## config.mk

```make
export PLATFORM = sky130hd
export DESIGN_NAME = serial_register_port
export DESIGN_NICKNAME = d
export VERILOG_FILES = /design/src/rtl/pin_sync.v /design/src/rtl/loop_decode.v /design/src/rtl/serial_register_port.v
export VERILOG_INCLUDE_DIRS = /design/src /design/src/rtl
export SDC_FILE = /design/constraint.sdc
export NUM_CORES = 1
export LEC_CHECK = 0
export CORE_MARGIN = 2
export CORE_UTILIZATION = 60
export DETAILED_ROUTE_END_ITERATION = 8
export DONT_BUFFER_PORTS = 1
export GPL_ROUTABILITY_DRIVEN = 0
export PLACE_DENSITY = 0.8
export SYNTH_ARGS = -nofsm -noshare
export SYNTH_HDL_FRONTEND = slang
export SYNTH_SLANG_ARGS = --single-unit
```

## constraint.sdc

```tcl
create_clock -name clk_i -period 3.2 [get_ports clk_i]
set_input_delay 0 -clock clk_i [delete_from_list [all_inputs] [get_ports clk_i]]
set_output_delay 0 -clock clk_i [all_outputs]
set_load 0.02 [all_outputs]
```

## src/rtl/serial_port_defs.vh

```
// Constants for the serial management port and its register bank.
// Assumes inclusion by bare name from the design files under rtl/.
`ifndef SERIAL_PORT_DEFS_VH
`define SERIAL_PORT_DEFS_VH

// Frame layout in link clock cycles, counted from 1
`define HDR_BITS        8
`define DIR_BIT_POS     1
`define ADDR_FIRST_POS  2
`define ADDR_LAST_POS   6
`define MUST_ZERO_POS   7
`define IGNORED_POS     8
`define DATA_BITS       8
`define FRAME_BITS      16
`define REG_BITS        5
`define ADDR_BITS       5

// Direction flag values
`define DIR_READ        1'b1
`define DIR_WRITE       1'b0

// Loop-back field positions within a register
`define LOCAL_LOOP_POS  1
`define REMOTE_LOOP_POS 0

// Loop-back mode encodings
`define LOOP_NONE       2'h0
`define LOOP_ANALOG     2'h1
`define LOOP_DIGITAL    2'h2
`define LOOP_REMOTE     2'h3

// Register reset value
`define REG_RESET       5'h00

// Loop-back register of channel 0; channel n sits n above it
`define LOOP_BASE_ADDR  5'h0C

`endif

```

## src/rtl/pin_sync.v

```verilog
// Two-stage synchroniser for one level from outside the clock domain.
// Assumes the level is slow against clk_i.
`timescale 1ns/1ps
module pin_sync (
  input  wire clk_i,   // System clock
  input  wire srst_i,  // Synchronous reset, active high
  input  wire d_i,     // Asynchronous level
  output wire q_o      // Synchronised level
);
  reg meta_q;
  reg sync_q;

  // First stage feeds only the second stage
  always @(posedge clk_i) begin
    if (srst_i) begin
      meta_q <= 1'b0;
      sync_q <= 1'b0;
    end else begin
      meta_q <= d_i;
      sync_q <= meta_q;
    end
  end

  assign q_o = sync_q;
endmodule

```

## src/rtl/loop_decode.v

```verilog
// Decodes one channel's loop-back select pair into a mode code.
// Assumes both selects come from registers on the same clock.
`timescale 1ns/1ps
`include "serial_port_defs.vh"
module loop_decode (
  input  wire       local_loop_sel_i,  // Local loop-back select
  input  wire       remote_loop_sel_i, // Remote loop-back select
  output reg  [1:0] mode_o             // Loop-back mode code
);
  // Four combinations map one-to-one onto modes
  always @* begin
    case ({local_loop_sel_i, remote_loop_sel_i})
      2'h0:    mode_o = `LOOP_NONE;
      2'h2:    mode_o = `LOOP_ANALOG;
      2'h3:    mode_o = `LOOP_DIGITAL;
      2'h1:    mode_o = `LOOP_REMOTE;
      default: mode_o = `LOOP_NONE;
    endcase
  end
endmodule

```

## src/rtl/serial_register_port.v

```verilog
// Serial management port with a bank of five-bit command registers.
// Assumes the host drives the link clock, select and data; all are
// sampled by clk_i, so the link clock must be well below clk_i / 4.
// The select and serial input pass the same two-flop delay as the
// link clock, so their relation to its edges is kept. Besides srst_i,
// raising select is the only way to abandon a frame, and a write is
// committed only on its sixteenth rising edge.
`timescale 1ns/1ps
`include "serial_port_defs.vh"
module serial_register_port #(
  parameter CHANNELS  = 4, // Number of line channels
  parameter REG_COUNT = 32 // Registers behind the five-bit address
) (
  input  wire                  clk_i,             // System clock, 50 MHz
  input  wire                  srst_i,            // Sync reset, active high
  input  wire                  sel_n_i,           // Chip select, active low
  input  wire                  sclk_i,            // Host serial clock
  input  wire                  ser_in_i,          // Serial data in
  output reg                   ser_out_o,         // Serial data out
  output reg                   ser_out_oe_o,      // Serial out drive enable
  output reg  [CHANNELS-1:0]   local_loop_sel_o,  // Per-channel local select
  output reg  [CHANNELS-1:0]   remote_loop_sel_o, // Per-channel remote select
  output reg  [2*CHANNELS-1:0] loop_mode_o        // Per-channel mode codes
);
  // Loop-back register of channel n sits at this base plus n; only
  // the low two bits of each drive the loop-back outputs
  localparam [4:0] LOOP_REG_BASE = `LOOP_BASE_ADDR;

  // Frame states, one-hot
  localparam [2:0] ST_IDLE = 3'h1;
  localparam [2:0] ST_HDR  = 3'h2;
  localparam [2:0] ST_DATA = 3'h4;

  wire sel_s;
  wire sclk_s;
  wire ser_in_s;

  reg  [2:0]               state_q;
  reg  [4:0]               cyc_q;     // Rising edges seen in frame
  reg                      dir_q;
  reg  [`ADDR_BITS-1:0]    addr_q;
  reg  [`DATA_BITS-1:0]    wdata_q;
  reg  [`REG_BITS-1:0]     rdata_q;   // Read shift register
  reg                      sclk_q;
  reg  [`REG_BITS-1:0]     regs_q [0:REG_COUNT-1];
  wire [2*CHANNELS-1:0]    mode_w;
  wire                     rise_w;
  wire                     fall_w;
  integer                  i;
  integer                  k;

  // Next values of the frame, read and loop-back select registers
  reg  [2:0]               state_d;
  reg  [4:0]               cyc_d;
  reg                      dir_d;
  reg  [`ADDR_BITS-1:0]    addr_d;
  reg  [`DATA_BITS-1:0]    wdata_d;
  reg  [`REG_BITS-1:0]     rdata_d;
  reg                      ser_out_d;
  reg                      ser_out_oe_d;
  reg  [CHANNELS-1:0]      local_loop_d;
  reg  [CHANNELS-1:0]      remote_loop_d;

  // Frame slot decode; the strobes last one clk_i cycle at most
  wire                     in_frame_w;  // Select low, synchronised
  wire                     is_read_w;   // Frame carries a read
  wire                     dir_slot_w;  // Rise carries the direction flag
  wire                     addr_slot_w; // Rise carries an address bit
  wire                     hdr_end_w;   // Rise carries header bit eight
  wire                     data_slot_w; // Rise carries a data bit
  wire                     commit_w;    // Rise carries write bit D7
  wire                     launch_w;    // Fall that puts out read bit D0
  wire                     shift_w;     // Fall that moves the read shifter
  wire                     stop_w;      // Fall that ends the read drive
  wire [`REG_BITS-1:0]     sel_reg_w;   // Register named by the address

  // Every pin crosses two flip-flops before the logic sees it
  // Select enters inverted, so the synchroniser's reset level means
  // deselected and no frame seems to start as reset ends
  pin_sync u_sync_sel (
    .clk_i  (clk_i),
    .srst_i (srst_i),
    .d_i    (~sel_n_i),
    .q_o    (sel_s)
  );
  pin_sync u_sync_clk (
    .clk_i  (clk_i),
    .srst_i (srst_i),
    .d_i    (sclk_i),
    .q_o    (sclk_s)
  );
  pin_sync u_sync_din (
    .clk_i  (clk_i),
    .srst_i (srst_i),
    .d_i    (ser_in_i),
    .q_o    (ser_in_s)
  );

  // Edge detection on the synchronised link clock
  always @(posedge clk_i) begin
    if (srst_i) begin
      sclk_q <= 1'b0;
    end else begin
      sclk_q <= sclk_s;
    end
  end

  assign rise_w = sclk_s & ~sclk_q;
  assign fall_w = ~sclk_s & sclk_q;

  // Slot decode from the rising-edge count. One count serves the
  // sequencer, the bank and the read side, so no field can drift
  // against another when the frame layout is touched.
  assign in_frame_w  = sel_s;
  assign is_read_w   = (dir_q == `DIR_READ);
  assign dir_slot_w  = (state_q == ST_HDR) && rise_w &&
                       (cyc_q == `DIR_BIT_POS - 1);
  assign addr_slot_w = (state_q == ST_HDR) && rise_w &&
                       (cyc_q >= `ADDR_FIRST_POS - 1) &&
                       (cyc_q <= `ADDR_LAST_POS - 1);
  assign hdr_end_w   = (state_q == ST_HDR) && rise_w &&
                       (cyc_q == `IGNORED_POS - 1);
  assign data_slot_w = (state_q == ST_DATA) && rise_w &&
                       (cyc_q < `FRAME_BITS);
  assign commit_w    = data_slot_w && !is_read_w &&
                       (cyc_q == `FRAME_BITS - 1);
  // Read side moves on falling edges only, half a link period
  // before the host samples on the next rise
  assign launch_w    = (state_q == ST_DATA) && is_read_w && fall_w &&
                       (cyc_q == `HDR_BITS);
  assign shift_w     = (state_q == ST_DATA) && is_read_w && fall_w &&
                       (cyc_q > `HDR_BITS) && (cyc_q < `FRAME_BITS);
  assign stop_w      = (state_q == ST_DATA) && is_read_w && fall_w &&
                       (cyc_q >= `FRAME_BITS);
  assign sel_reg_w   = regs_q[addr_q];

  // Sequencer next state; select high drops the frame at once
  always @* begin
    // Defaults hold every register between slots
    state_d = state_q;
    cyc_d   = cyc_q;
    dir_d   = dir_q;
    addr_d  = addr_q;
    wdata_d = wdata_q;
    if (!in_frame_w) begin
      state_d = ST_IDLE;
      cyc_d   = 5'h00;
    end else begin
      case (state_q)
        ST_IDLE: begin
          state_d = ST_HDR;
          cyc_d   = 5'h00;
        end
        ST_HDR: begin
          if (rise_w) begin
            cyc_d = cyc_q + 5'h01;
          end
          if (dir_slot_w) begin
            dir_d = ser_in_s;
          end
          if (addr_slot_w) begin
            // LSB arrives first, so shift in from the top
            addr_d = {ser_in_s, addr_q[`ADDR_BITS-1:1]};
          end
          // Bits seven and eight are counted but never stored
          if (hdr_end_w) begin
            state_d = ST_DATA;
          end
        end
        ST_DATA: begin
          // Edges after the sixteenth are ignored until select rises
          if (data_slot_w) begin
            cyc_d   = cyc_q + 5'h01;
            wdata_d = {ser_in_s, wdata_q[`DATA_BITS-1:1]};
          end
        end
        default: begin
          state_d = ST_IDLE;
        end
      endcase
    end
  end

  // Sequencer registers
  always @(posedge clk_i) begin
    if (srst_i) begin
      state_q <= ST_IDLE;
      cyc_q   <= 5'h00;
      dir_q   <= `DIR_WRITE;
      addr_q  <= {`ADDR_BITS{1'b0}};
      wdata_q <= {`DATA_BITS{1'b0}};
    end else begin
      state_q <= state_d;
      cyc_q   <= cyc_d;
      dir_q   <= dir_d;
      addr_q  <= addr_d;
      wdata_q <= wdata_d;
    end
  end

  // Register bank; a write commits on the sixteenth rising edge only,
  // so a frame cut short by select leaves its target untouched
  always @(posedge clk_i) begin
    if (srst_i) begin
      for (i = 0; i < REG_COUNT; i = i + 1) begin
        regs_q[i] <= `REG_RESET;
      end
    end else if (commit_w && in_frame_w) begin
      // D0 to D4 sit in bits 1 to 5 by now; D5 to D7 fall away
      regs_q[addr_q] <= wdata_q[`REG_BITS:1];
    end
  end

  // Read launch and shift; D0 leaves on the fall after rise eight,
  // then D1 to D4, then the zeros shifted in behind them
  always @* begin
    // Defaults hold the pin and the shifter between falls
    ser_out_d    = ser_out_o;
    ser_out_oe_d = ser_out_oe_o;
    rdata_d      = rdata_q;
    if (!in_frame_w || state_q != ST_DATA || !is_read_w) begin
      ser_out_d    = 1'b0;
      ser_out_oe_d = 1'b0;
    end else if (launch_w) begin
      ser_out_oe_d = 1'b1;
      ser_out_d    = sel_reg_w[0];
      rdata_d      = {1'b0, sel_reg_w[`REG_BITS-1:1]};
    end else if (shift_w) begin
      // Zeros shifted in give the three trailing zero bits
      ser_out_d = rdata_q[0];
      rdata_d   = {1'b0, rdata_q[`REG_BITS-1:1]};
    end else if (stop_w) begin
      ser_out_d    = 1'b0;
      ser_out_oe_d = 1'b0;
    end
  end

  // Serial out registers, so the pin comes straight from flip-flops
  always @(posedge clk_i) begin
    if (srst_i) begin
      ser_out_o    <= 1'b0;
      ser_out_oe_o <= 1'b0;
      rdata_q      <= {`REG_BITS{1'b0}};
    end else begin
      ser_out_o    <= ser_out_d;
      ser_out_oe_o <= ser_out_oe_d;
      rdata_q      <= rdata_d;
    end
  end

  // Gather each channel's pair out of its loop-back register; the
  // other three bits of that register are stored but not used here
  always @* begin
    local_loop_d  = {CHANNELS{1'b0}};
    remote_loop_d = {CHANNELS{1'b0}};
    for (k = 0; k < CHANNELS; k = k + 1) begin
      local_loop_d[k]  = regs_q[LOOP_REG_BASE + k][`LOCAL_LOOP_POS];
      remote_loop_d[k] = regs_q[LOOP_REG_BASE + k][`REMOTE_LOOP_POS];
    end
  end

  // Loop-back decode per channel, one small decoder each, fed from
  // the same gathered pairs as the select outputs
  genvar g;
  generate
    for (g = 0; g < CHANNELS; g = g + 1) begin : g_ch
      loop_decode u_dec (
        .local_loop_sel_i  (local_loop_d[g]),
        .remote_loop_sel_i (remote_loop_d[g]),
        .mode_o            (mode_w[2*g+1:2*g])
      );
    end
  endgenerate

  // Loop-back outputs registered so they come from flip-flops; the
  // selects and the mode code change on the same clk_i edge
  always @(posedge clk_i) begin
    if (srst_i) begin
      local_loop_sel_o  <= {CHANNELS{1'b0}};
      remote_loop_sel_o <= {CHANNELS{1'b0}};
      loop_mode_o       <= {2*CHANNELS{1'b0}};
    end else begin
      local_loop_sel_o  <= local_loop_d;
      remote_loop_sel_o <= remote_loop_d;
      loop_mode_o       <= mode_w;
    end
  end
endmodule

```

==> run summary <==
status: complete, no violations
CORE AREA: 16,400 um2
Clk network pwr share: 43.7%
Final min period: 2480 ps
syn nets: 794
die footprint: 17,700 um2
DRC Markers: 0
Seq/Total Area, Yosys: 59.2%
Rel. slew slack: 7.66%
cts repair resizes: 0
Comb power frac: 2.8%
vias in the first global route: 6,235
Setup Crit Path Kind: reg -> reg
top cells by area, synth: edfxtp_1, dfxtp_1, and3_1
initial antenna violation count: 0
Final nets: 765
top post-synthesis cells by count: and3_1, edfxtp_1, dfxtp_1
reg-to-reg slack, setup: 720 ps
top cell type's share of synthesized area: 48.2%
Yosys warning count: 0
min-delay worst type: in -> reg
Power Internal: 0.00471 W
max-cap check violation count: 0
Psw: 0.00124 W
count leader, synth: and3_1
Routed Antenna Nets: 0
share of layout cells above drive strength 1: 12.5%
Max stage delay on crit path: 420 ps
Flop pwr share: 53.5%
Initial Utilization: 60.8%
row cnt: 47
critical path endpoint category: flop
largest net degree at the start of global routing: 74
top-level I/O count: 23
CTS max path bufs: 3
CTS tree: yes
Slew Limit Fails: 0
number of buffers created by CTS: 23
Mapped Cells: 774
Critical Path RT: 3390 ps
Synth area leader: edfxtp_1
leakage: 4.46 nW
final setup vio count: 0
total global routing overflow: 0
Initial DRT Pass Iterations: 7
Avg Vias per Cell: 6.62
crit path max fanout: 48
CP max stage cell: dfxtp_1
CTS root buf: clkbuf_16
global-route wire length before repair: 35,300 um
PwrDens: 550 nW/um2
Worst-Margin Slew: 1380 ps
crit path buf inv count: 1
Mapped Area: 9980 um2
CTS Sinks: 215
DR iter-0 viols: 704
skew final: 24.7 ps
Hold Buf Count CTS: 7
Final period util: 77.3%
hold slack: 122 ps
Worst R2R Path Depth: 7
Post-synth ARST share: 0%
Via Count: 6,502
maximum clock frequency: 404 MHz
Netlist cell types: 54
worst-path cell chain: ha_1 -> and3_1 -> ha_1 -> and4b_1 -> nor3b_4 -> buf_4 -> a21o_1
routed wire length: 22,600 um
Reg clk slew, reported paths: 60 ps
worst skew pair latency: 520 ps
number of synthesized flops with an enable pin: 160
post-DP HPWL: 13,700 um
Yosys reg bits: 215
Area Overhead vs Synth: 8.34%
setup TNS: 0 ps
Fin. Hold Viols: 0
Avg Cell Area, Syn: 12.9 um2
IO Port Bufs: 0
all-layer global routing usage: 25.9%
Largest delay share family, worst path: simple AND/OR/NAND/NOR gates
cell with the most instances on the worst path: ha_1
CP startpoint kind: flop
DIE HEIGHT: 133 um
VDD IR max: 0.428 mV
post-CTS setup buffers: 0
RSZ-0062 raised after global routing: false
hold depth: 2
Top FF cell, synth: edfxtp_1
H-tree Lvls: 1
Sw Share: 20.8%
CP Depth: 7
Chip Width: 133 um
DR WL/cell: 23.0 um
# diodes: 0
Worst Path Arrival: 2670 ps
[layout by cell type, fill, tap and decap left out, types with 7 or more instances in the layout]
master     count
clkbuf_16     24
o21ai_0       12
clkinv_1       7
a21o_1        33
mux4_2        30
dfxtp_1       52
and3_1       164
nor2b_1       15
edfxtp_1     160
a21oi_1       17
nand2_1       13
nor2_1        40
inv_1         18
nor3_1         9
buf_4         18
mux2i_1       28
ha_1          15
a221oi_1       8
[cells by family (layout without fill, tap and decap cells)]
| group | count (synthesis) | count (layout) | share of synthesized area, % |
|---|---|---|---|
| compound gates | 104 | 104 | 7.29 |
| xor+xnor | 2 | 2 | 0.176 |
| fa+ha+maj | 15 | 15 | 1.88 |
| buf+inv | 99 | 87 | 4.93 |
| flops | 215 | 215 | 59.2 |
| mux | 62 | 62 | 10.0 |
| simple gates | 277 | 277 | 16.5 |
[stage by stage]
step                      worst slack [ps]  total power, W  utilization (%)  instance area [um2]  instances
after floorplan                       1160         0.00332                -                 9980        774
after global placement                 852         0.00336             60.8                 9980        933
after detailed placement               779         0.00338             60.8                 9980        933
after CTS                              783         0.00596             65.9                10800        982
after global routing                   596         0.00610             65.9                10800        982
final                                  725         0.00595             65.9                10800        982
[sequential cells by signal, indices dropped and copies added, names as in the netlist, 3 cells and up, named ones only]
| register | count |
|---|---|
| regs_q | 160 |
| wdata_q | 7 |
| remote_loop_sel_o | 4 |
| cyc_q | 5 |
| addr_q | 5 |
| rdata_q | 4 |
| state_q | 3 |
| local_loop_sel_o | 4 |
| loop_mode_o | 8 |
[final timing paths]
path | startpoint | endpoint
worst max-delay path | cyc_q[0] | regs_q[24][3]
worst min-delay path | srst_i | u_sync_sel.meta_q
worst max register to register | cyc_q[0] | regs_q[24][3]
worst min register to register | u_sync_din.meta_q | u_sync_din.q_o
[cell type report]
| class | count | area (um2) |
|---|---|---|
| Sequential cell | 215 | 5910 |
| Fill cell | 1134 | 5600 |
| Multi-Input combinational cell | 460 | 3590 |
| Clock buffer | 29 | 619 |
| Tap cell | 220 | 275 |
| Timing Repair Buffer | 25 | 223 |
| Clock inverter | 13 | 118 |
| Inverter | 20 | 75.1 |
[routing by layer]
metal,global-route usage (%),routed length (um),up-vias
met4,9.38,712,0
met2,40.8,10900,369
met5,0,0,-
met3,5.36,2090,66
li1,-,-,2856
met1,36.2,8910,3211
[power by group through the flow]
stage	Clock (W)	Sequential, W	Combinational (W)
finish	0.00260	0.00318	0.000166
CTS	0.00262	0.00318	0.000164
global placement	0	0.00323	0.000129
global route	0.00273	0.00319	0.000181
detailed placement	0	0.00324	0.000138
floorplan	0	0.00320	0.000122
Note: power is estimated with default switching activity, not from simulation.
